<file path="config.mk">
export PLATFORM = sky130hd
export DESIGN_NAME = flash_torch_sequencer
export DESIGN_NICKNAME = d
export VERILOG_FILES = /design/src/design/flash_pkg.sv /design/src/design/flash_timer_if.sv /design/src/design/flash_timer.sv /design/src/design/flash_torch_sequencer.sv
export VERILOG_INCLUDE_DIRS = /design/src /design/src/design
export SDC_FILE = /design/constraint.sdc
export NUM_CORES = 1
export LEC_CHECK = 0
export ABC_CLOCK_PERIOD_IN_PS = 2000
export BUFFER_PORTS_ARGS = -buffer_cell sky130_fd_sc_hd__buf_2
export CAP_MARGIN = 40
export CELL_PAD_IN_SITES_DETAIL_PLACEMENT = 0
export CELL_PAD_IN_SITES_GLOBAL_PLACEMENT = 1
export CORE_MARGIN = 2
export CORE_UTILIZATION = 35
export DETAILED_ROUTE_END_ITERATION = 6
export PLACE_DENSITY = 0.78
export SYNTH_ARGS = -nofsm -noshare
export SYNTH_HDL_FRONTEND = slang
export SYNTH_SLANG_ARGS = --single-unit
</file>
<file path="constraint.sdc">
create_clock -name clock -period 2 [get_ports clock]
set_clock_uncertainty 0.05 [all_clocks]
set_input_delay 0.4 -clock clock [delete_from_list [all_inputs] [get_ports clock]]
set_output_delay 0.4 -clock clock [all_outputs]
set_load 0.01 [all_outputs]
</file>
<file path="src/design/flash_cfg.svh">
// constants of the flash and torch sequencer
//
// Behaviour
// - thermistor below threshold powers everything down and sets overtemp flag
// - nrst input resets the block into power off, no power pin needed
// - trigger style bit 0 selects level flash, 1 selects edge flash
// - level mode drives flash while trigger or request high, bounded by timer
// - level request held too long ends at exactly the programmed duration
// - torch drive follows torch pin or torch request bit in both styles
// - edge mode starts flash on a rising trigger or request bit
// - flash timer starts on rising trigger or request bit
// - level mode ends flash at once on release, else at expiry
// - level mode resets the timer on a falling trigger or request
// - edge mode ends flash at expiry even with trigger still high
// - edge mode resets the timer by itself at expiry
// - torch drive ends at once when torch pin or bit falls
// - current settles within 1ms flash, 300us torch, 500us torch-to-flash
// - after fault, enables written 0 then 1 recover; registers reset
`ifndef FLASH_CFG_SVH
`define FLASH_CFG_SVH

`define CLK_PERIOD_NS 10
`define HOST_WAIT_MS 5
`define FLASH_SETTLE_US 1000
`define TORCH_SETTLE_US 300
`define T2F_SETTLE_US 500
`define FLASH_STEP_US 50

// register byte offsets
`define OFS_ENABLE 4'h0
`define OFS_CONFIG 4'h4
`define OFS_LIGHT 4'h8
`define OFS_STATUS 4'hc

// field positions
`define ENA_CH1_BIT 0
`define ENA_CH2_BIT 1
`define CFG_TIME_LSB 0
`define CFG_EDGE_BIT 4
`define CFG_THR_LSB 5
`define LIGHT_TORCH_BIT 0
`define LIGHT_FLASH_BIT 1
`define ST_OVERTEMP_BIT 0
`define ST_POWERED_BIT 1
`define ST_FLASH_BIT 2
`define ST_TORCH_BIT 3
`define ST_SETTLED_BIT 4

// reset values
`define ENABLE_RST 2'h0
`define CONFIG_RST 8'h0f
`define LIGHT_RST 2'h0

`endif

</file>
<file path="src/design/flash_pkg.sv">
// types of the flash and torch sequencer
package flash_pkg;
  typedef enum logic [1:0] {pwr_off, pwr_on, pwr_fault} power_t;
  typedef enum logic [1:0] {drv_off, drv_torch, drv_flash} drive_t;
endpackage : flash_pkg

</file>
<file path="src/design/flash_timer_if.sv">
// link between the sequencer and its flash duration timer
`timescale 1ns/100ps
`default_nettype none
interface flash_timer_if;
  logic start;
  logic clear;
  logic [3:0] duration;
  logic running;
  logic expired;
  modport ctrl (output start, output clear, output duration,
    input running, input expired);
  modport tmr (input start, input clear, input duration,
    output running, output expired);
endinterface : flash_timer_if
`default_nettype wire

</file>
<file path="src/design/flash_timer.sv">
// flash safety timer: (duration+1) steps of step_cycles clocks
`timescale 1ns/100ps
`default_nettype none
module flash_timer #(
  parameter int STEP_CYCLES = 5000
) (
  input wire logic clock,
  input wire logic nrst,
  flash_timer_if.tmr tif
);
  localparam int DW = (STEP_CYCLES > 1) ? $clog2(STEP_CYCLES) : 1;
  localparam logic [DW-1:0] DIV_LAST = DW'(STEP_CYCLES - 1);

  if (STEP_CYCLES < 1) begin : g_bad_step
    $error("flash_timer: STEP_CYCLES must be at least 1");
  end

  logic [DW-1:0] div_r;
  logic [3:0] step_r;
  logic run_r;
  logic tick;

  // ------------------------------------------------------------
  // step divider
  // ------------------------------------------------------------
  assign tick = run_r && (div_r == DIV_LAST);

  always_ff @(posedge clock)
  begin
    if (!nrst || tif.start || tif.clear || tick)
      div_r <= '0;
    else if (run_r)
      div_r <= div_r + DW'(1);
  end

  // ------------------------------------------------------------
  // step count and run state
  // ------------------------------------------------------------
  assign tif.expired = tick && (step_r == tif.duration);
  assign tif.running = run_r;

  always_ff @(posedge clock)
  begin
    if (!nrst || tif.clear)
    begin
      run_r <= 1'b0;
      step_r <= 4'h0;
    end
    else if (tif.start)
    begin
      run_r <= 1'b1;
      step_r <= 4'h0;
    end
    else if (tif.expired)
    begin
      run_r <= 1'b0;
      step_r <= 4'h0;
    end
    else if (tick)
      step_r <= step_r + 4'h1;
  end
endmodule : flash_timer
`default_nettype wire

</file>
<file path="src/design/flash_torch_sequencer.sv">
// flash and torch sequencer with avalon-mm register slave
//
// Local design decisions: the Avalon-MM register port and the address map.
`timescale 1ns/100ps
`default_nettype none
`include "flash_cfg.svh"
module flash_torch_sequencer
  import flash_pkg::*;
#(
  parameter int FLASH_STEP_CYCLES =
    `FLASH_STEP_US * 1000 / `CLK_PERIOD_NS,
  parameter int FLASH_SETTLE_CYCLES =
    `FLASH_SETTLE_US * 1000 / `CLK_PERIOD_NS,
  parameter int TORCH_SETTLE_CYCLES =
    `TORCH_SETTLE_US * 1000 / `CLK_PERIOD_NS,
  parameter int T2F_SETTLE_CYCLES =
    `T2F_SETTLE_US * 1000 / `CLK_PERIOD_NS
) (
  input wire logic clock,
  input wire logic nrst,
  input wire logic [3:0] address,
  input wire logic read,
  input wire logic write,
  input wire logic [31:0] writedata,
  input wire logic [3:0] byteenable,
  output logic [31:0] readdata,
  output logic waitrequest,
  input wire logic strobe_pin,
  input wire logic torch_pin,
  input wire logic thermistor_low,
  output logic [2:0] thermal_threshold_select,
  output logic channel_one_enable,
  output logic channel_two_enable,
  output logic flash_drive,
  output logic torch_drive,
  output logic lamp_settled
);
  localparam int SMAX = (FLASH_SETTLE_CYCLES > T2F_SETTLE_CYCLES) ?
    FLASH_SETTLE_CYCLES : T2F_SETTLE_CYCLES;
  localparam int SW = $clog2(SMAX + 1);

  if (FLASH_SETTLE_CYCLES < 1 || TORCH_SETTLE_CYCLES < 1 ||
      T2F_SETTLE_CYCLES < 1 || TORCH_SETTLE_CYCLES > SMAX) begin : g_bad
    $error("flash_torch_sequencer: settle counts out of range");
  end

  // ------------------------------------------------------------
  // register bus slave, one wait state per access
  // ------------------------------------------------------------
  logic ack_r;
  logic wr_en;
  logic [1:0] enable_r;
  logic [7:0] config_r;
  logic [1:0] light_r;
  logic [31:0] readdata_r;
  logic overtemp_r;
  power_t power_r;
  drive_t drive_r;
  logic settled_r;

  function automatic logic hit(input logic [3:0] a, input logic [3:0] o);
    hit = (a == o);
  endfunction : hit

  assign waitrequest = (read || write) && !ack_r;
  assign wr_en = write && ack_r && byteenable[0];
  assign readdata = readdata_r;

  always_ff @(posedge clock)
  begin
    if (!nrst)
      ack_r <= 1'b0;
    else
      ack_r <= (read || write) && !ack_r;
  end

  always_ff @(posedge clock)
  begin
    if (!nrst)
      readdata_r <= 32'h0;
    else if (read && !ack_r)
    begin
      readdata_r <= 32'h0;
      if (hit(address, `OFS_ENABLE))
        readdata_r[1:0] <= enable_r;
      else if (hit(address, `OFS_CONFIG))
        readdata_r[7:0] <= config_r;
      else if (hit(address, `OFS_LIGHT))
        readdata_r[1:0] <= light_r;
      else if (hit(address, `OFS_STATUS))
      begin
        readdata_r[`ST_OVERTEMP_BIT] <= overtemp_r;
        readdata_r[`ST_POWERED_BIT] <= (power_r == pwr_on);
        readdata_r[`ST_FLASH_BIT] <= (drive_r == drv_flash);
        readdata_r[`ST_TORCH_BIT] <= (drive_r == drv_torch);
        readdata_r[`ST_SETTLED_BIT] <= settled_r;
      end
    end
  end

  // ------------------------------------------------------------
  // power state and fault
  // ------------------------------------------------------------
  logic ena_write;
  logic ena_zero;
  logic recover;

  assign ena_write = wr_en && hit(address, `OFS_ENABLE);
  assign ena_zero = (writedata[1:0] == 2'h0);
  assign recover = ena_write && ena_zero && (power_r == pwr_fault);

  always_ff @(posedge clock)
  begin
    if (!nrst)
      power_r <= pwr_off;
    else
      case (power_r)
        pwr_off:
          if (ena_write && !ena_zero)
            power_r <= pwr_on;
        pwr_on:
          if (thermistor_low)
            power_r <= pwr_fault;
          else if (ena_write && ena_zero)
            power_r <= pwr_off;
        pwr_fault:
          if (recover)
            power_r <= pwr_off;
        default:
          power_r <= pwr_off;
      endcase
  end

  always_ff @(posedge clock)
  begin
    if (!nrst || recover)
      overtemp_r <= 1'b0;
    else if (power_r == pwr_on && thermistor_low)
      overtemp_r <= 1'b1;
  end

  // ------------------------------------------------------------
  // software registers, reset again on recovery
  // ------------------------------------------------------------
  always_ff @(posedge clock)
  begin
    if (!nrst)
      enable_r <= `ENABLE_RST;
    else if (ena_write)
      enable_r <= writedata[1:0];
  end

  always_ff @(posedge clock)
  begin
    if (!nrst || recover)
    begin
      config_r <= `CONFIG_RST;
      light_r <= `LIGHT_RST;
    end
    else
    begin
      if (wr_en && hit(address, `OFS_CONFIG))
        config_r <= writedata[7:0];
      if (wr_en && hit(address, `OFS_LIGHT))
        light_r <= writedata[1:0];
    end
  end

  assign thermal_threshold_select = config_r[`CFG_THR_LSB +: 3];
  assign channel_one_enable = enable_r[`ENA_CH1_BIT] && power_r == pwr_on;
  assign channel_two_enable = enable_r[`ENA_CH2_BIT] && power_r == pwr_on;

  // ------------------------------------------------------------
  // request edges and flash timer
  // ------------------------------------------------------------
  logic edge_mode;
  logic pin_prev_r;
  logic bit_prev_r;
  logic flash_rise;
  logic flash_fall;
  logic flash_req;
  logic torch_req;
  logic flash_on_r;
  logic powered;
  flash_timer_if tif ();

  assign powered = (power_r == pwr_on) && !thermistor_low;
  assign edge_mode = config_r[`CFG_EDGE_BIT];
  assign flash_req = strobe_pin || light_r[`LIGHT_FLASH_BIT];
  assign torch_req = torch_pin || light_r[`LIGHT_TORCH_BIT];
  assign flash_rise = (strobe_pin && !pin_prev_r) ||
    (light_r[`LIGHT_FLASH_BIT] && !bit_prev_r);
  assign flash_fall = !flash_req && (pin_prev_r || bit_prev_r);

  always_ff @(posedge clock)
  begin
    if (!nrst)
    begin
      pin_prev_r <= 1'b0;
      bit_prev_r <= 1'b0;
    end
    else
    begin
      pin_prev_r <= strobe_pin;
      bit_prev_r <= light_r[`LIGHT_FLASH_BIT];
    end
  end

  // a second rising source while running does not restart the flash
  assign tif.start = powered && flash_rise && !flash_on_r;
  assign tif.clear = !powered ||
    (!edge_mode && flash_fall);
  assign tif.duration = config_r[`CFG_TIME_LSB +: 4];

  flash_timer #(
    .STEP_CYCLES(FLASH_STEP_CYCLES)
  ) u_timer (
    .clock(clock),
    .nrst(nrst),
    .tif(tif)
  );

  always_ff @(posedge clock)
  begin
    if (!nrst || !powered)
      flash_on_r <= 1'b0;
    else if (tif.start)
      flash_on_r <= 1'b1;
    else if (tif.expired)
      flash_on_r <= 1'b0;
    else if (!edge_mode && flash_fall)
      flash_on_r <= 1'b0;
  end

  // ------------------------------------------------------------
  // lamp drive and settle tracking
  // ------------------------------------------------------------
  drive_t drive_nxt;
  logic [SW-1:0] settle_r;

  always_comb
  begin
    drive_nxt = drv_off;
    if (powered && flash_on_r)
      drive_nxt = drv_flash;
    else if (powered && torch_req)
      drive_nxt = drv_torch;
  end

  always_ff @(posedge clock)
  begin
    if (!nrst)
      drive_r <= drv_off;
    else
      drive_r <= drive_nxt;
  end

  assign flash_drive = (drive_r == drv_flash);
  assign torch_drive = (drive_r == drv_torch);

  always_ff @(posedge clock)
  begin
    if (!nrst || drive_nxt == drv_off)
      settle_r <= '0;
    else if (drive_nxt != drive_r)
    begin
      if (drive_nxt == drv_torch)
        settle_r <= SW'(TORCH_SETTLE_CYCLES - 1);
      else if (drive_r == drv_torch)
        settle_r <= SW'(T2F_SETTLE_CYCLES - 1);
      else
        settle_r <= SW'(FLASH_SETTLE_CYCLES - 1);
    end
    else if (settle_r != '0)
      settle_r <= settle_r - SW'(1);
  end

  always_ff @(posedge clock)
  begin
    if (!nrst)
      settled_r <= 1'b0;
    else
      settled_r <= (drive_r != drv_off) && (drive_nxt == drive_r) &&
        (settle_r == '0);
  end

  assign lamp_settled = settled_r;
endmodule : flash_torch_sequencer
`default_nettype wire

</file>
==> flow_summary.html, run 1 <==
<table>
<tr><th>Metric</th><th>Value</th></tr>
<tr><th colspan="2">Status</th></tr>
<tr><td>Status</td><td>completed</td></tr>
<tr><th colspan="2">Drt</th></tr>
<tr><td>Drt pass-1 iters</td><td>4</td></tr>
<tr><td>Remaining design rule violation count</td><td>0</td></tr>
<tr><td>Total vias in the final route</td><td>2645</td></tr>
<tr><td>Final wirelength</td><td>6980 um</td></tr>
<tr><td>Final antenna-violating net count</td><td>0</td></tr>
<tr><td>Mean number of vias per cell</td><td>4.88</td></tr>
<tr><td>Wire length per cell</td><td>12.9 um</td></tr>
<tr><td>Violation count after the first detailed-routing iteration</td><td>82</td></tr>
<tr><th colspan="2">Power</th></tr>
<tr><td>Total power density per cell area</td><td>628 mW/mm^2</td></tr>
<tr><td>Pleak</td><td>1.53 nW</td></tr>
<tr><td>Tot Pwr</td><td>2.37 mW</td></tr>
<tr><td>Max IR drop VDD</td><td>0.365 mV</td></tr>
<tr><th colspan="2">Timing</th></tr>
<tr><td>Setup repair after global routing missed its margin</td><td>no</td></tr>
<tr><td>Setup violations, final</td><td>0</td></tr>
<tr><td>Worst Hold Margin</td><td>0.223 ns</td></tr>
<tr><td>Final setup margin</td><td>0.127 ns</td></tr>
<tr><td>Upper clock frequency limit</td><td>0.534 GHz</td></tr>
<tr><td>Slew Limit Fails</td><td>0</td></tr>
<tr><td>Final Cycle Share</td><td>93.6%</td></tr>
<tr><td>Fin. Hold Viols</td><td>0</td></tr>
<tr><td>Clock period minus final worst setup slack</td><td>1.87 ns</td></tr>
<tr><th colspan="2">Synthesis</th></tr>
<tr><td>Fraction of the yosys area taken by sequential cells</td><td>39.9%</td></tr>
<tr><td>Post-synth top flop</td><td>sky130_fd_sc_hd__dfxtp_1</td></tr>
<tr><td>Synthesized netlist cell count</td><td>371</td></tr>
<tr><td>Number of register bits inferred by synthesis</td><td>65</td></tr>
<tr><td>Syn_area_per_cell</td><td>8.78 sq um</td></tr>
<tr><td>Netlist area before placement</td><td>0.00326 sq mm</td></tr>
<tr><td>Distinct cell type count after synthesis</td><td>54</td></tr>
<tr><td>Synth Warn #</td><td>0</td></tr>
<tr><td>Share of flip-flops with an asynchronous set or reset after synthesis</td><td>0%</td></tr>
<tr><td>Post-synth EDFFs</td><td>0</td></tr>
<tr><th colspan="2">Global routing</th></tr>
<tr><td>Maximum number of pins on one net before global-route repair</td><td>18</td></tr>
<tr><td>Total grt overflow</td><td>0</td></tr>
<tr><td>Number of global-route vias before repair</td><td>2547</td></tr>
<tr><td>Antenna violations before repair</td><td>0</td></tr>
<tr><td>Global-route wire length before repair</td><td>11900 um</td></tr>
<tr><td>Total routing usage reported by global routing</td><td>14.8%</td></tr>
<tr><th colspan="2">Worst setup path</th></tr>
<tr><td>Number of cells on the critical path</td><td>6</td></tr>
<tr><td>Slowest stage delay, CP</td><td>0.53 ns</td></tr>
<tr><td>Critical path buffer and inverter count</td><td>1</td></tr>
<tr><td>Critical-path cell with the highest stage delay</td><td>sky130_fd_sc_hd__or4_1</td></tr>
<tr><td>Critical path class</td><td>reg -&gt; reg</td></tr>
<tr><td>Maximum fanout count along the critical path</td><td>5</td></tr>
<tr><td>Type of element launching the critical path</td><td>flip-flop</td></tr>
<tr><td>Worst r2r path cells</td><td>6</td></tr>
<tr><td>CP Cell Sequence</td><td>or4_1 &gt; or2_1 &gt; buf_4 &gt; o21ai_0 &gt; xor2_1 &gt; a21oi_1</td></tr>
<tr><td>Required time of the worst setup path</td><td>2.18 ns</td></tr>
<tr><td>Type of destination of the critical path</td><td>flip-flop</td></tr>
<tr><td>Cell family with the largest share of critical-path delay</td><td>simple AND/OR/NAND/NOR gates</td></tr>
<tr><td>Critical Path AT</td><td>2.05 ns</td></tr>
<tr><th colspan="2">Final layout</th></tr>
<tr><td>Ant. Diodes</td><td>0</td></tr>
<tr><td>FILL cells</td><td>924</td></tr>
<tr><td>Share of final-layout standard cells stronger than drive strength 1</td><td>21.1%</td></tr>
<tr><td>Total Nets Final</td><td>477</td></tr>
<tr><td>Most common cell after layout, fill and taps aside</td><td>sky130_fd_sc_hd__dfxtp_1</td></tr>
<tr><td>Highest-count cells in the layout ignoring fill and taps</td><td>65 x sky130_fd_sc_hd__dfxtp_1, 49 x sky130_fd_sc_hd__nor2_1, 36 x sky130_fd_sc_hd__buf_2</td></tr>
<tr><td>Final core utilization</td><td>41.2%</td></tr>
<tr><td>P&amp;R area growth vs syn</td><td>15.8%</td></tr>
<tr><th colspan="2">Place</th></tr>
<tr><td>RD Place Congestion</td><td>0.782</td></tr>
<tr><td>Total of buffers placed on input and output ports</td><td>36</td></tr>
<tr><td>Pre-CTS WS</td><td>-0.0323 ns</td></tr>
<tr><td>DP HPWL</td><td>5260 um</td></tr>
<tr><th colspan="2">Min path</th></tr>
<tr><td>Classification of the worst-slack hold path</td><td>in -&gt; reg</td></tr>
<tr><td>Cell depth of the worst hold path</td><td>3</td></tr>
<tr><th colspan="2">Clocking</th></tr>
<tr><td>Number of buffers on the longest clock path</td><td>2</td></tr>
<tr><td>Depth of the CTS H-tree</td><td>3</td></tr>
<tr><td>Total CTS buffers</td><td>9</td></tr>
<tr><td>TritonCTS clock tree</td><td>built</td></tr>
<tr><td>Clock tree sinks</td><td>65</td></tr>
<tr><td>Clock Pin Slew Worst Setup and Hold Paths</td><td>0.07 ns</td></tr>
<tr><td>Clock latency at the later pin of the worst-skew pair</td><td>0.34 ns</td></tr>
<tr><td>Setup Fix Bufs, Post-CTS</td><td>0</td></tr>
<tr><td>Clock root cell</td><td>sky130_fd_sc_hd__clkbuf_8</td></tr>
<tr><th colspan="2">Die</th></tr>
<tr><td>Io pins</td><td>88</td></tr>
<tr><td>Die outline area</td><td>0.0101 sq mm</td></tr>
<tr><td>Number of placement rows</td><td>35</td></tr>
<tr><td>Standard cell core area</td><td>0.00915 sq mm</td></tr>
<tr><td>Die Y</td><td>100 um</td></tr>
<tr><td>Die Width</td><td>100 um</td></tr>
<tr><td>Initial cell density of the core</td><td>35.6%</td></tr>
<tr><th colspan="2">Job</th></tr>
<tr><td>Max-Cap Viols</td><td>0</td></tr>
</table>
-- layer usage --
metal	GRT usage [%]	vias up	share of wire, %	wire length, um
met1	20.2	1242	50	3490
li1	-	1338	-	-
met3	2.91	11	3.5	241
met5	0	-	0	0
met4	6.95	0	1.7	116
met2	22.7	54	45	3130
-- registers in the layout (all words and copies together) (netlist names) --
signal	count
drive_r	2
ack_r	1
settle_r	17
u_timer.step_r	4
u_timer.tif.running	1
overtemp_r	1
power_r	2
light_r	2
enable_r	2
u_timer.div_r	13
lamp_settled	1
flash_on_r	1
config_r	8
readdata	8
pin_prev_r	1
bit_prev_r	1
-- worst reg2reg max path: cells and delay by family, from the launching register on --
kind | cells | cell delay (ns)
buf+inv | 1 | 0.16
compound gates | 2 | 0.26
simple gates | 2 | 0.80
xor+xnor | 1 | 0.18
flops | 1 | 0.31
-- cells in the mapped netlist (6+ instances only) --
cell | number | area [sq um]
sky130_fd_sc_hd__inv_1 | 6 | 22.5
sky130_fd_sc_hd__nor3_1 | 13 | 65.1
sky130_fd_sc_hd__nand4_1 | 8 | 50.1
sky130_fd_sc_hd__mux2i_1 | 18 | 180
sky130_fd_sc_hd__xnor2_1 | 18 | 158
sky130_fd_sc_hd__buf_4 | 27 | 203
sky130_fd_sc_hd__nor4_1 | 7 | 43.8
sky130_fd_sc_hd__xor2_1 | 14 | 123
sky130_fd_sc_hd__a21oi_1 | 18 | 90.1
sky130_fd_sc_hd__nor2b_1 | 14 | 87.6
sky130_fd_sc_hd__dfxtp_1 | 65 | 1300
sky130_fd_sc_hd__nand2_1 | 20 | 75.1
sky130_fd_sc_hd__a22oi_1 | 7 | 52.6
sky130_fd_sc_hd__o21ai_0 | 7 | 35.0
sky130_fd_sc_hd__nor2_1 | 49 | 184
sky130_fd_sc_hd__nand3_1 | 6 | 30.0
sky130_fd_sc_hd__clkbuf_1 | 7 | 26.3
-- where the power goes --
group | leakage, nW | internal (mW) | switching (mW)
clock network | 0.0887 | 0.468 | 0.489
logic | 0.922 | 0.0410 | 0.0702
registers | 0.524 | 1.30 | 0.00279
total | 1.53 | 1.81 | 0.562
-- kinds of logic (layout without fill, tap and decap cells) --
| family | count (synthesis) | count (layout) | synth area share (%) |
|---|---|---|---|
| AO/OA/AOI/OAI | 46 | 46 | 8.68 |
| XOR/XNOR | 32 | 32 | 8.60 |
| adder cells (fa/ha/maj) | 3 | 3 | 1.15 |
| buffers and inverters | 47 | 84 | 8.95 |
| flip-flops | 65 | 65 | 39.9 |
| multiplexers | 21 | 21 | 7.26 |
| other | 1 | 24 | 0.115 |
| AND/OR/NAND/NOR | 156 | 156 | 25.3 |
-- what timing repair did --
action | 4_1_cts | 5_1_grt
setup endpoints to repair | 0 | 12
hold buffers | 0 | 0
gates resized for setup | 0 | 4
-- metrics by stage --
stage          cells  cell area (sq um)  setup TNS (ns)
2_1_floorplan    394               3340               0
3_3_place_gp     527               3600               0
3_5_place_dp     527               3600          -0.181
4_1_cts          542               3760               0
5_1_grt          542               3770               0
6_report         542               3770               0
-- cell type report --
type                       count  area (sq um)  area share [%]
multi-input combinational    282          1770            46.8
sequential                    65          1300            34.5
timing repair buffer          63           383            10.1
clock buffer                  11           141            3.75
tap                          111           139            3.68
inverter                       6          22.5           0.597
clock inverter                 4          20.0           0.531
-- worst paths after layout --
path                start     endpoint  slack, ns
min          writedata[2]  config_r[2]       0.22
max reg2reg  settle_r[12]  settle_r[3]       0.13
max          settle_r[12]  settle_r[3]       0.13
min reg2reg    overtemp_r   overtemp_r       0.43
No activity file was read; power rests on OpenSTA's default activity.
==> inputs of run 2 (changes only) <==
==> constraint.sdc (replaced) <==
create_clock -name clock -period 2 [get_ports clock]
set_clock_uncertainty 0.05 [all_clocks]
set_input_delay 0.2 -clock clock [delete_from_list [all_inputs] [get_ports clock]]
set_output_delay 0.2 -clock clock [all_outputs]
set_load 0.01 [all_outputs]
==> flow_summary.html, run 2 (same netlist as run 1, synthesis figures left out) <==
<table>
<tr><th>Metric</th><th>Value</th></tr>
<tr><th colspan="2">Worst setup path</th></tr>
<tr><td>Cell family with the largest share of critical-path delay</td><td>simple AND/OR/NAND/NOR gates</td></tr>
<tr><td>CP Cell Sequence</td><td>or4_1 &gt; or2_1 &gt; or2_1 &gt; a31oi_1 &gt; nor2_1</td></tr>
<tr><td>Type of element launching the critical path</td><td>flip-flop</td></tr>
<tr><td>Required time of the worst setup path</td><td>2.19 ns (about the same)</td></tr>
<tr><td>Type of destination of the critical path</td><td>flip-flop</td></tr>
<tr><td>Worst r2r path cells</td><td>5 (-1)</td></tr>
<tr><td>Number of cells on the critical path</td><td>5 (-1)</td></tr>
<tr><td>Maximum fanout count along the critical path</td><td>7 (+2)</td></tr>
<tr><td>Critical path buffer and inverter count</td><td>0 (-1)</td></tr>
<tr><td>Critical path class</td><td>reg -&gt; reg</td></tr>
<tr><td>Slowest stage delay, CP</td><td>0.52 ns (about the same)</td></tr>
<tr><td>Dominant cell type by count on the critical path</td><td>sky130_fd_sc_hd__or2_1</td></tr>
<tr><td>Critical Path AT</td><td>2.09 ns (+0.04 ns)</td></tr>
<tr><td>Critical-path cell with the highest stage delay</td><td>sky130_fd_sc_hd__or4_1</td></tr>
<tr><th colspan="2">Power</th></tr>
<tr><td>Max IR drop VDD</td><td>0.468 mV (+28%)</td></tr>
<tr><td>Pleak</td><td>1.52 nW (-0.74%)</td></tr>
<tr><td>Tot Pwr</td><td>2.63 mW (+11%)</td></tr>
<tr><td>Total power density per cell area</td><td>692 mW/mm^2 (+10%)</td></tr>
<tr><th colspan="2">Die</th></tr>
<tr><td>Standard cell core area</td><td>0.00915 sq mm (unchanged)</td></tr>
<tr><td>Die outline area</td><td>0.0101 sq mm (unchanged)</td></tr>
<tr><td>Die Width</td><td>100 um (unchanged)</td></tr>
<tr><td>Die Y</td><td>100 um (unchanged)</td></tr>
<tr><td>Io pins</td><td>88 (unchanged)</td></tr>
<tr><td>Initial cell density of the core</td><td>35.6% (unchanged)</td></tr>
<tr><td>Number of placement rows</td><td>35 (unchanged)</td></tr>
<tr><th colspan="2">Timing</th></tr>
<tr><td>Clock period minus final worst setup slack</td><td>1.90 ns (+0.0252 ns)</td></tr>
<tr><td>Fin. Hold Viols</td><td>0 (unchanged)</td></tr>
<tr><td>Final sum of negative setup slack</td><td>0 ns (unchanged)</td></tr>
<tr><td>Setup violations, final</td><td>0 (unchanged)</td></tr>
<tr><td>Upper clock frequency limit</td><td>0.527 GHz (-1.3%)</td></tr>
<tr><td>Slew Limit Fails</td><td>0 (unchanged)</td></tr>
<tr><td>Final Cycle Share</td><td>94.9% (+1.3 points)</td></tr>
<tr><td>Final setup margin</td><td>0.102 ns (-0.0252 ns)</td></tr>
<tr><td>Setup repair after global routing missed its margin</td><td>no</td></tr>
<tr><th colspan="2">Clocking</th></tr>
<tr><td>Clock latency at the later pin of the worst-skew pair</td><td>0.34 ns (about the same)</td></tr>
<tr><td>Depth of the CTS H-tree</td><td>3 (unchanged)</td></tr>
<tr><td>Hold Buf Count CTS</td><td>0 (unchanged)</td></tr>
<tr><td>Clock Pin Slew Worst Setup and Hold Paths</td><td>0.08 ns (about the same)</td></tr>
<tr><td>Clock tree sinks</td><td>65 (unchanged)</td></tr>
<tr><td>Clock root cell</td><td>sky130_fd_sc_hd__clkbuf_8</td></tr>
<tr><td>Post-CTS sizing</td><td>0 (unchanged)</td></tr>
<tr><td>Total CTS buffers</td><td>9 (unchanged)</td></tr>
<tr><td>TritonCTS clock tree</td><td>built</td></tr>
<tr><td>Number of buffers on the longest clock path</td><td>2 (unchanged)</td></tr>
<tr><td>Setup Fix Bufs, Post-CTS</td><td>0 (unchanged)</td></tr>
<tr><th colspan="2">Place</th></tr>
<tr><td>Total of buffers placed on input and output ports</td><td>36 (unchanged)</td></tr>
<tr><td>RD Place Congestion</td><td>0.843 (+7.8%)</td></tr>
<tr><td>Pre-CTS WS</td><td>0.0413 ns (+0.0736 ns)</td></tr>
<tr><td>DP HPWL</td><td>5050 um (-3.9%)</td></tr>
<tr><td>Count of placed standard cells including taps</td><td>520 (-1.3%)</td></tr>
<tr><th colspan="2">Final layout</th></tr>
<tr><td>P&amp;R area growth vs syn</td><td>16.6%</td></tr>
<tr><td>Total Nets Final</td><td>470 (-1.5%)</td></tr>
<tr><td>Highest-count cells in the layout ignoring fill and taps</td><td>65 x sky130_fd_sc_hd__dfxtp_1, 48 x sky130_fd_sc_hd__nor2_1, 36 x sky130_fd_sc_hd__buf_2</td></tr>
<tr><td>Ant. Diodes</td><td>0 (unchanged)</td></tr>
<tr><td>Most common cell after layout, fill and taps aside</td><td>sky130_fd_sc_hd__dfxtp_1</td></tr>
<tr><td>Multi-input gate area</td><td>0.00177 sq mm (+0.43%)</td></tr>
<tr><td>Sequential cell area</td><td>0.00130 sq mm (unchanged)</td></tr>
<tr><td>Number of flip-flops under the largest register name</td><td>17 (unchanged)</td></tr>
<tr><td>Final core utilization</td><td>41.5% (+0.26 points)</td></tr>
<tr><td>FILL cells</td><td>915 (-0.97%)</td></tr>
<tr><td>Share of final-layout standard cells stronger than drive strength 1</td><td>20.9% (-0.17 points)</td></tr>
<tr><td>Biggest register</td><td>settle_r</td></tr>
<tr><td>Post-route non-filler standard cell count</td><td>536 (-1.1%)</td></tr>
<tr><td>Largest regs</td><td>settle_r x17, u_timer.div_r x13</td></tr>
<tr><th colspan="2">Drt</th></tr>
<tr><td>Remaining design rule violation count</td><td>0 (unchanged)</td></tr>
<tr><td>Mean number of vias per cell</td><td>4.85 (-0.56%)</td></tr>
<tr><td>Total vias in the final route</td><td>2601 (-1.7%)</td></tr>
<tr><td>Final wirelength</td><td>6840 um (-1.9%)</td></tr>
<tr><td>Wire length per cell</td><td>12.8 um (-0.84%)</td></tr>
<tr><td>Drt pass-1 iters</td><td>4 (unchanged)</td></tr>
<tr><td>Final antenna-violating net count</td><td>0 (unchanged)</td></tr>
<tr><td>Violation count after the first detailed-routing iteration</td><td>66 (-20%)</td></tr>
<tr><th colspan="2">Job</th></tr>
<tr><td>Max-Cap Viols</td><td>0 (unchanged)</td></tr>
<tr><th colspan="2">Min path</th></tr>
<tr><td>Classification of the worst-slack hold path</td><td>in -&gt; reg</td></tr>
<tr><td>Cell depth of the worst hold path</td><td>3 (unchanged)</td></tr>
<tr><th colspan="2">Global routing</th></tr>
<tr><td>Global-route wire length before repair</td><td>11400 um (-4.1%)</td></tr>
<tr><td>Antenna violations before repair</td><td>0 (unchanged)</td></tr>
<tr><td>Total routing usage reported by global routing</td><td>14.0% (-0.83 points)</td></tr>
<tr><td>Total grt overflow</td><td>0 (unchanged)</td></tr>
<tr><td>Number of global-route vias before repair</td><td>2374 (-6.8%)</td></tr>
<tr><td>Maximum number of pins on one net before global-route repair</td><td>20 (+2)</td></tr>
<tr><th colspan="2">Status</th></tr>
<tr><td>Status</td><td>completed</td></tr>
</table>
[run 2: changes by cell type in the layout (fill, tap and decap cells not counted), sizes merged]
cell      before  now
bufinv         0    2
clkbuf        11    9
buf           63   56
clkinvlp       0    2
clkinv         4    2
inv            6    7
[run 2: area by class of cell]
| type | count | area share (%) |
|---|---|---|
| Clock inverter | 7 | 2.47 |
| Tap cell | 111 | 3.66 |
| Clock buffer | 9 | 3.26 |
| Multi-Input combinational cell | 282 | 46.7 |
| Timing Repair Buffer | 56 | 9.03 |
| Inverter | 6 | 0.593 |
| Sequential cell | 65 | 34.3 |
[run 2: final timing paths]
check                     from  slack (ns)            to
setup / recovery  settle_r[12]        0.10  settle_r[12]
hold reg to reg     overtemp_r        0.42    overtemp_r
hold / removal    writedata[2]        0.02   config_r[2]
setup reg to reg  settle_r[12]        0.10  settle_r[12]
[run 2: stage by stage]
stage                     cell area, sq um  hold WS (ns)
after global routing                  3800        0.0241
final                                 3800        0.0168
after floorplan                       3340         0.272
after global placement                3560         0.369
after detailed placement              3560         0.373
after CTS                             3780       0.00480
[run 2: worst reg2reg max path, stage by stage, from the launching register on]
cell and delay [ns]:
sky130_fd_sc_hd__dfxtp_1 0.31, sky130_fd_sc_hd__or4_1 0.52, sky130_fd_sc_hd__or2_1 0.28, sky130_fd_sc_hd__or2_1 0.35
sky130_fd_sc_hd__a31oi_1 0.23, sky130_fd_sc_hd__nor2_1 0.05
[run 2: per-layer routing]
metal  vias up  GRT usage [%]  routed length, um
li1       1336              -                  -
met4         0           4.11                 76
met5         -              0                  0
met1      1215           19.1               3430
met2        42           21.8               3120
met3         8           3.81                220
[run 2: power by group]
group | internal [mW] | total [mW] | switching [mW] | leakage, nW
Combinational | 0.0383 | 0.107 | 0.0684 | 0.894
Sequential | 1.30 | 1.30 | 0.00284 | 0.524
Clock | 0.701 | 1.22 | 0.520 | 0.106
==> inputs of run 3 (changes only) <==
--- a/config.mk
+++ b/config.mk
@@ -9,12 +9,13 @@
 export ABC_CLOCK_PERIOD_IN_PS = 2000
 export BUFFER_PORTS_ARGS = -buffer_cell sky130_fd_sc_hd__buf_2
 export CAP_MARGIN = 40
-export CELL_PAD_IN_SITES_DETAIL_PLACEMENT = 0
+export CELL_PAD_IN_SITES_DETAIL_PLACEMENT = 1
 export CELL_PAD_IN_SITES_GLOBAL_PLACEMENT = 1
 export CORE_MARGIN = 2
 export CORE_UTILIZATION = 35
 export DETAILED_ROUTE_END_ITERATION = 6
 export PLACE_DENSITY = 0.78
+export SLEW_MARGIN = 20
 export SYNTH_ARGS = -nofsm -noshare
 export SYNTH_HDL_FRONTEND = slang
 export SYNTH_SLANG_ARGS = --single-unit
==> flow_summary.html, run 3 (same netlist as run 1, synthesis figures left out) <==
<table>
<tr><th>Metric</th><th>Value</th></tr>
<tr><th colspan="2">Status</th></tr>
<tr><td>Status</td><td>completed</td></tr>
<tr><th colspan="2">Drt</th></tr>
<tr><td>Final antenna-violating net count</td><td>0 (unchanged)</td></tr>
<tr><td>Metal2 WL</td><td>3860 um (+24%)</td></tr>
<tr><td>Drt pass-1 iters</td><td>4 (unchanged)</td></tr>
<tr><td>Mean number of vias per cell</td><td>5.02 (+3.4%)</td></tr>
<tr><td>Violation count after the first detailed-routing iteration</td><td>56 (-15%)</td></tr>
<tr><td>Top layer used by detailed routing</td><td>met4</td></tr>
<tr><td>Detail Route met3 WL</td><td>261 um (+19%)</td></tr>
<tr><td>Total vias in the final route</td><td>2699 (+3.8%)</td></tr>
<tr><td>Remaining design rule violation count</td><td>0 (unchanged)</td></tr>
<tr><td>Final wirelength</td><td>7830 um (+14%)</td></tr>
<tr><td>Wire length per cell</td><td>14.6 um (+14%)</td></tr>
<tr><td>Length of routed wiring on met1</td><td>3660 um (+6.7%)</td></tr>
<tr><th colspan="2">Clocking</th></tr>
<tr><td>Number of buffers on the longest clock path</td><td>2 (unchanged)</td></tr>
<tr><td>TritonCTS clock tree</td><td>built</td></tr>
<tr><td>Setup Fix Bufs, Post-CTS</td><td>0 (unchanged)</td></tr>
<tr><td>Clock tree sinks</td><td>65 (unchanged)</td></tr>
<tr><td>Clock latency at the later pin of the worst-skew pair</td><td>0.35 ns (about the same)</td></tr>
<tr><td>Clock Pin Slew Worst Setup and Hold Paths</td><td>0.08 ns (about the same)</td></tr>
<tr><td>Depth of the CTS H-tree</td><td>3 (unchanged)</td></tr>
<tr><td>Total CTS buffers</td><td>9 (unchanged)</td></tr>
<tr><td>Clock root cell</td><td>sky130_fd_sc_hd__clkbuf_8</td></tr>
<tr><th colspan="2">Timing</th></tr>
<tr><td>Upper clock frequency limit</td><td>0.529 GHz (+0.33%)</td></tr>
<tr><td>Clock period minus final worst setup slack</td><td>1.89 ns (-0.00619 ns)</td></tr>
<tr><td>Fin. Hold Viols</td><td>0 (unchanged)</td></tr>
<tr><td>Slew Limit Fails</td><td>0 (unchanged)</td></tr>
<tr><td>Setup repair after global routing missed its margin</td><td>no</td></tr>
<tr><td>Setup violations, final</td><td>0 (unchanged)</td></tr>
<tr><td>Final sum of negative setup slack</td><td>0 ns (unchanged)</td></tr>
<tr><td>Final Cycle Share</td><td>94.6% (-0.31 points)</td></tr>
<tr><th colspan="2">Die</th></tr>
<tr><td>Standard cell core area</td><td>0.00915 sq mm (unchanged)</td></tr>
<tr><td>Die Width</td><td>100 um (unchanged)</td></tr>
<tr><td>Die outline area</td><td>0.0101 sq mm (unchanged)</td></tr>
<tr><td>Io pins</td><td>88 (unchanged)</td></tr>
<tr><td>Initial cell density of the core</td><td>35.6% (unchanged)</td></tr>
<tr><td>Die Y</td><td>100 um (unchanged)</td></tr>
<tr><td>Number of placement rows</td><td>35 (unchanged)</td></tr>
<tr><th colspan="2">Final layout</th></tr>
<tr><td>Total Nets Final</td><td>472 (+0.43%)</td></tr>
<tr><td>Most common cell after layout, fill and taps aside</td><td>sky130_fd_sc_hd__dfxtp_1</td></tr>
<tr><td>Biggest register</td><td>settle_r</td></tr>
<tr><td>Share of final-layout standard cells stronger than drive strength 1</td><td>21.8% (+0.84 points)</td></tr>
<tr><td>Design Area, Final</td><td>0.00379 sq mm (-0.23%)</td></tr>
<tr><td>Ant. Diodes</td><td>0 (unchanged)</td></tr>
<tr><td>P&amp;R area growth vs syn</td><td>16.3%</td></tr>
<tr><td>FILL cells</td><td>1101 (+20%)</td></tr>
<tr><td>Largest regs</td><td>settle_r x17, u_timer.div_r x13</td></tr>
<tr><td>Post-route non-filler standard cell count</td><td>538 (+0.37%)</td></tr>
<tr><td>Highest-count cells in the layout ignoring fill and taps</td><td>63 x sky130_fd_sc_hd__dfxtp_1, 48 x sky130_fd_sc_hd__nor2_1, 36 x sky130_fd_sc_hd__buf_2</td></tr>
<tr><td>Final core utilization</td><td>41.4% (-0.096 points)</td></tr>
<tr><td>Number of flip-flops under the largest register name</td><td>17 (unchanged)</td></tr>
<tr><th colspan="2">Global routing</th></tr>
<tr><td>Total routing usage reported by global routing</td><td>16.1% (+2.1 points)</td></tr>
<tr><td>Global-route wire length before repair</td><td>12800 um (+13%)</td></tr>
<tr><td>Antenna violations before repair</td><td>0 (unchanged)</td></tr>
<tr><td>Number of global-route vias before repair</td><td>2695 (+14%)</td></tr>
<tr><td>Maximum number of pins on one net before global-route repair</td><td>20 (unchanged)</td></tr>
<tr><td>Total grt overflow</td><td>0 (unchanged)</td></tr>
<tr><th colspan="2">Place</th></tr>
<tr><td>Count of placed standard cells including taps</td><td>520 (unchanged)</td></tr>
<tr><td>Total of buffers placed on input and output ports</td><td>36 (unchanged)</td></tr>
<tr><td>DP HPWL</td><td>5850 um (+16%)</td></tr>
<tr><td>RD Place Congestion</td><td>0.843 (unchanged)</td></tr>
<tr><td>Placed Instance Area</td><td>0.00356 sq mm (unchanged)</td></tr>
<tr><th colspan="2">Worst setup path</th></tr>
<tr><td>Critical Path AT</td><td>2.07 ns (-0.02 ns)</td></tr>
<tr><td>Required time of the worst setup path</td><td>2.18 ns (about the same)</td></tr>
<tr><td>Worst r2r path cells</td><td>5 (unchanged)</td></tr>
<tr><td>Type of destination of the critical path</td><td>flip-flop</td></tr>
<tr><td>Type of element launching the critical path</td><td>flip-flop</td></tr>
<tr><td>Maximum fanout count along the critical path</td><td>7 (unchanged)</td></tr>
<tr><td>Critical path class</td><td>reg -&gt; reg</td></tr>
<tr><th colspan="2">Job</th></tr>
<tr><td>Max-Cap Viols</td><td>0 (unchanged)</td></tr>
<tr><th colspan="2">Power</th></tr>
<tr><td>Pleak</td><td>1.52 nW (-0.50%)</td></tr>
<tr><td>Max IR drop VDD</td><td>0.282 mV (-40%)</td></tr>
<tr><td>Total power density per cell area</td><td>640 mW/mm^2 (-7.5%)</td></tr>
<tr><th colspan="2">Min path</th></tr>
<tr><td>Classification of the worst-slack hold path</td><td>in -&gt; reg</td></tr>
<tr><td>Cell depth of the worst hold path</td><td>2 (-1)</td></tr>
</table>
## run 3: layer usage
| metal | up-vias | track usage, % |
|---|---|---|
| li1 | 1326 | - |
| met1 | 1319 | 20.8 |
| met2 | 50 | 25.8 |
| met3 | 4 | 4.79 |
| met4 | 0 | 5.58 |
| met5 | - | 0 |
## run 3: worst max-delay path: stages (launching register included)
cell and delay, ns:
sky130_fd_sc_hd__dfxtp_1 0.31, sky130_fd_sc_hd__or4_1 0.52, sky130_fd_sc_hd__or2_1 0.28, sky130_fd_sc_hd__or2_1 0.34
sky130_fd_sc_hd__a31oi_1 0.22, sky130_fd_sc_hd__nor2_1 0.06
## run 3: stage by stage
| stage | worst slack [ns] | power, mW | hold slack, ns |
|---|---|---|---|
| 5_1_grt | 0.00647 | 2.54 | 0.0285 |
| 4_1_cts | 0.0193 | 2.47 | 0.0279 |
| 2_1_floorplan | 0.0824 | 1.43 | 0.272 |
| 3_3_place_gp | 0.0964 | 1.44 | 0.369 |
| 3_5_place_dp | -0.00414 | 1.44 | 0.373 |
| 6_report | 0.108 | 2.42 | 0.0513 |
## run 3: what timing repair did
action	4_1_cts	5_1_grt
pin swaps	0	1
resized for setup	1	9
hold buffers	2	0
endpoints found under the setup margin	2	22
endpoints found under the hold margin	2	0
## run 3: power by group
part	switching [mW]	internal, mW
clock network	0.525	0.485
registers	0.00294	1.30
logic	0.0729	0.0409
## run 3: worst paths after layout
check               startpoint            to  slack, ns
hold / removal      strobe_pin    pin_prev_r       0.05
setup reg to reg  settle_r[12]  settle_r[12]       0.11
hold reg to reg     overtemp_r    overtemp_r       0.44
setup / recovery  settle_r[12]  settle_r[12]       0.11
## run 3: final cells by class
class                   instances  area [sq um]  share of cell area [%]
clock buffers                  10           138                    3.63
clock inverters                 6          42.5                    1.12
inverters                       6          22.5                   0.594
multi-input cells             282          1780                    47.0
flip-flops and latches         65          1300                    34.4
well taps                     111           139                    3.67
repair buffers                 58           363                    9.58
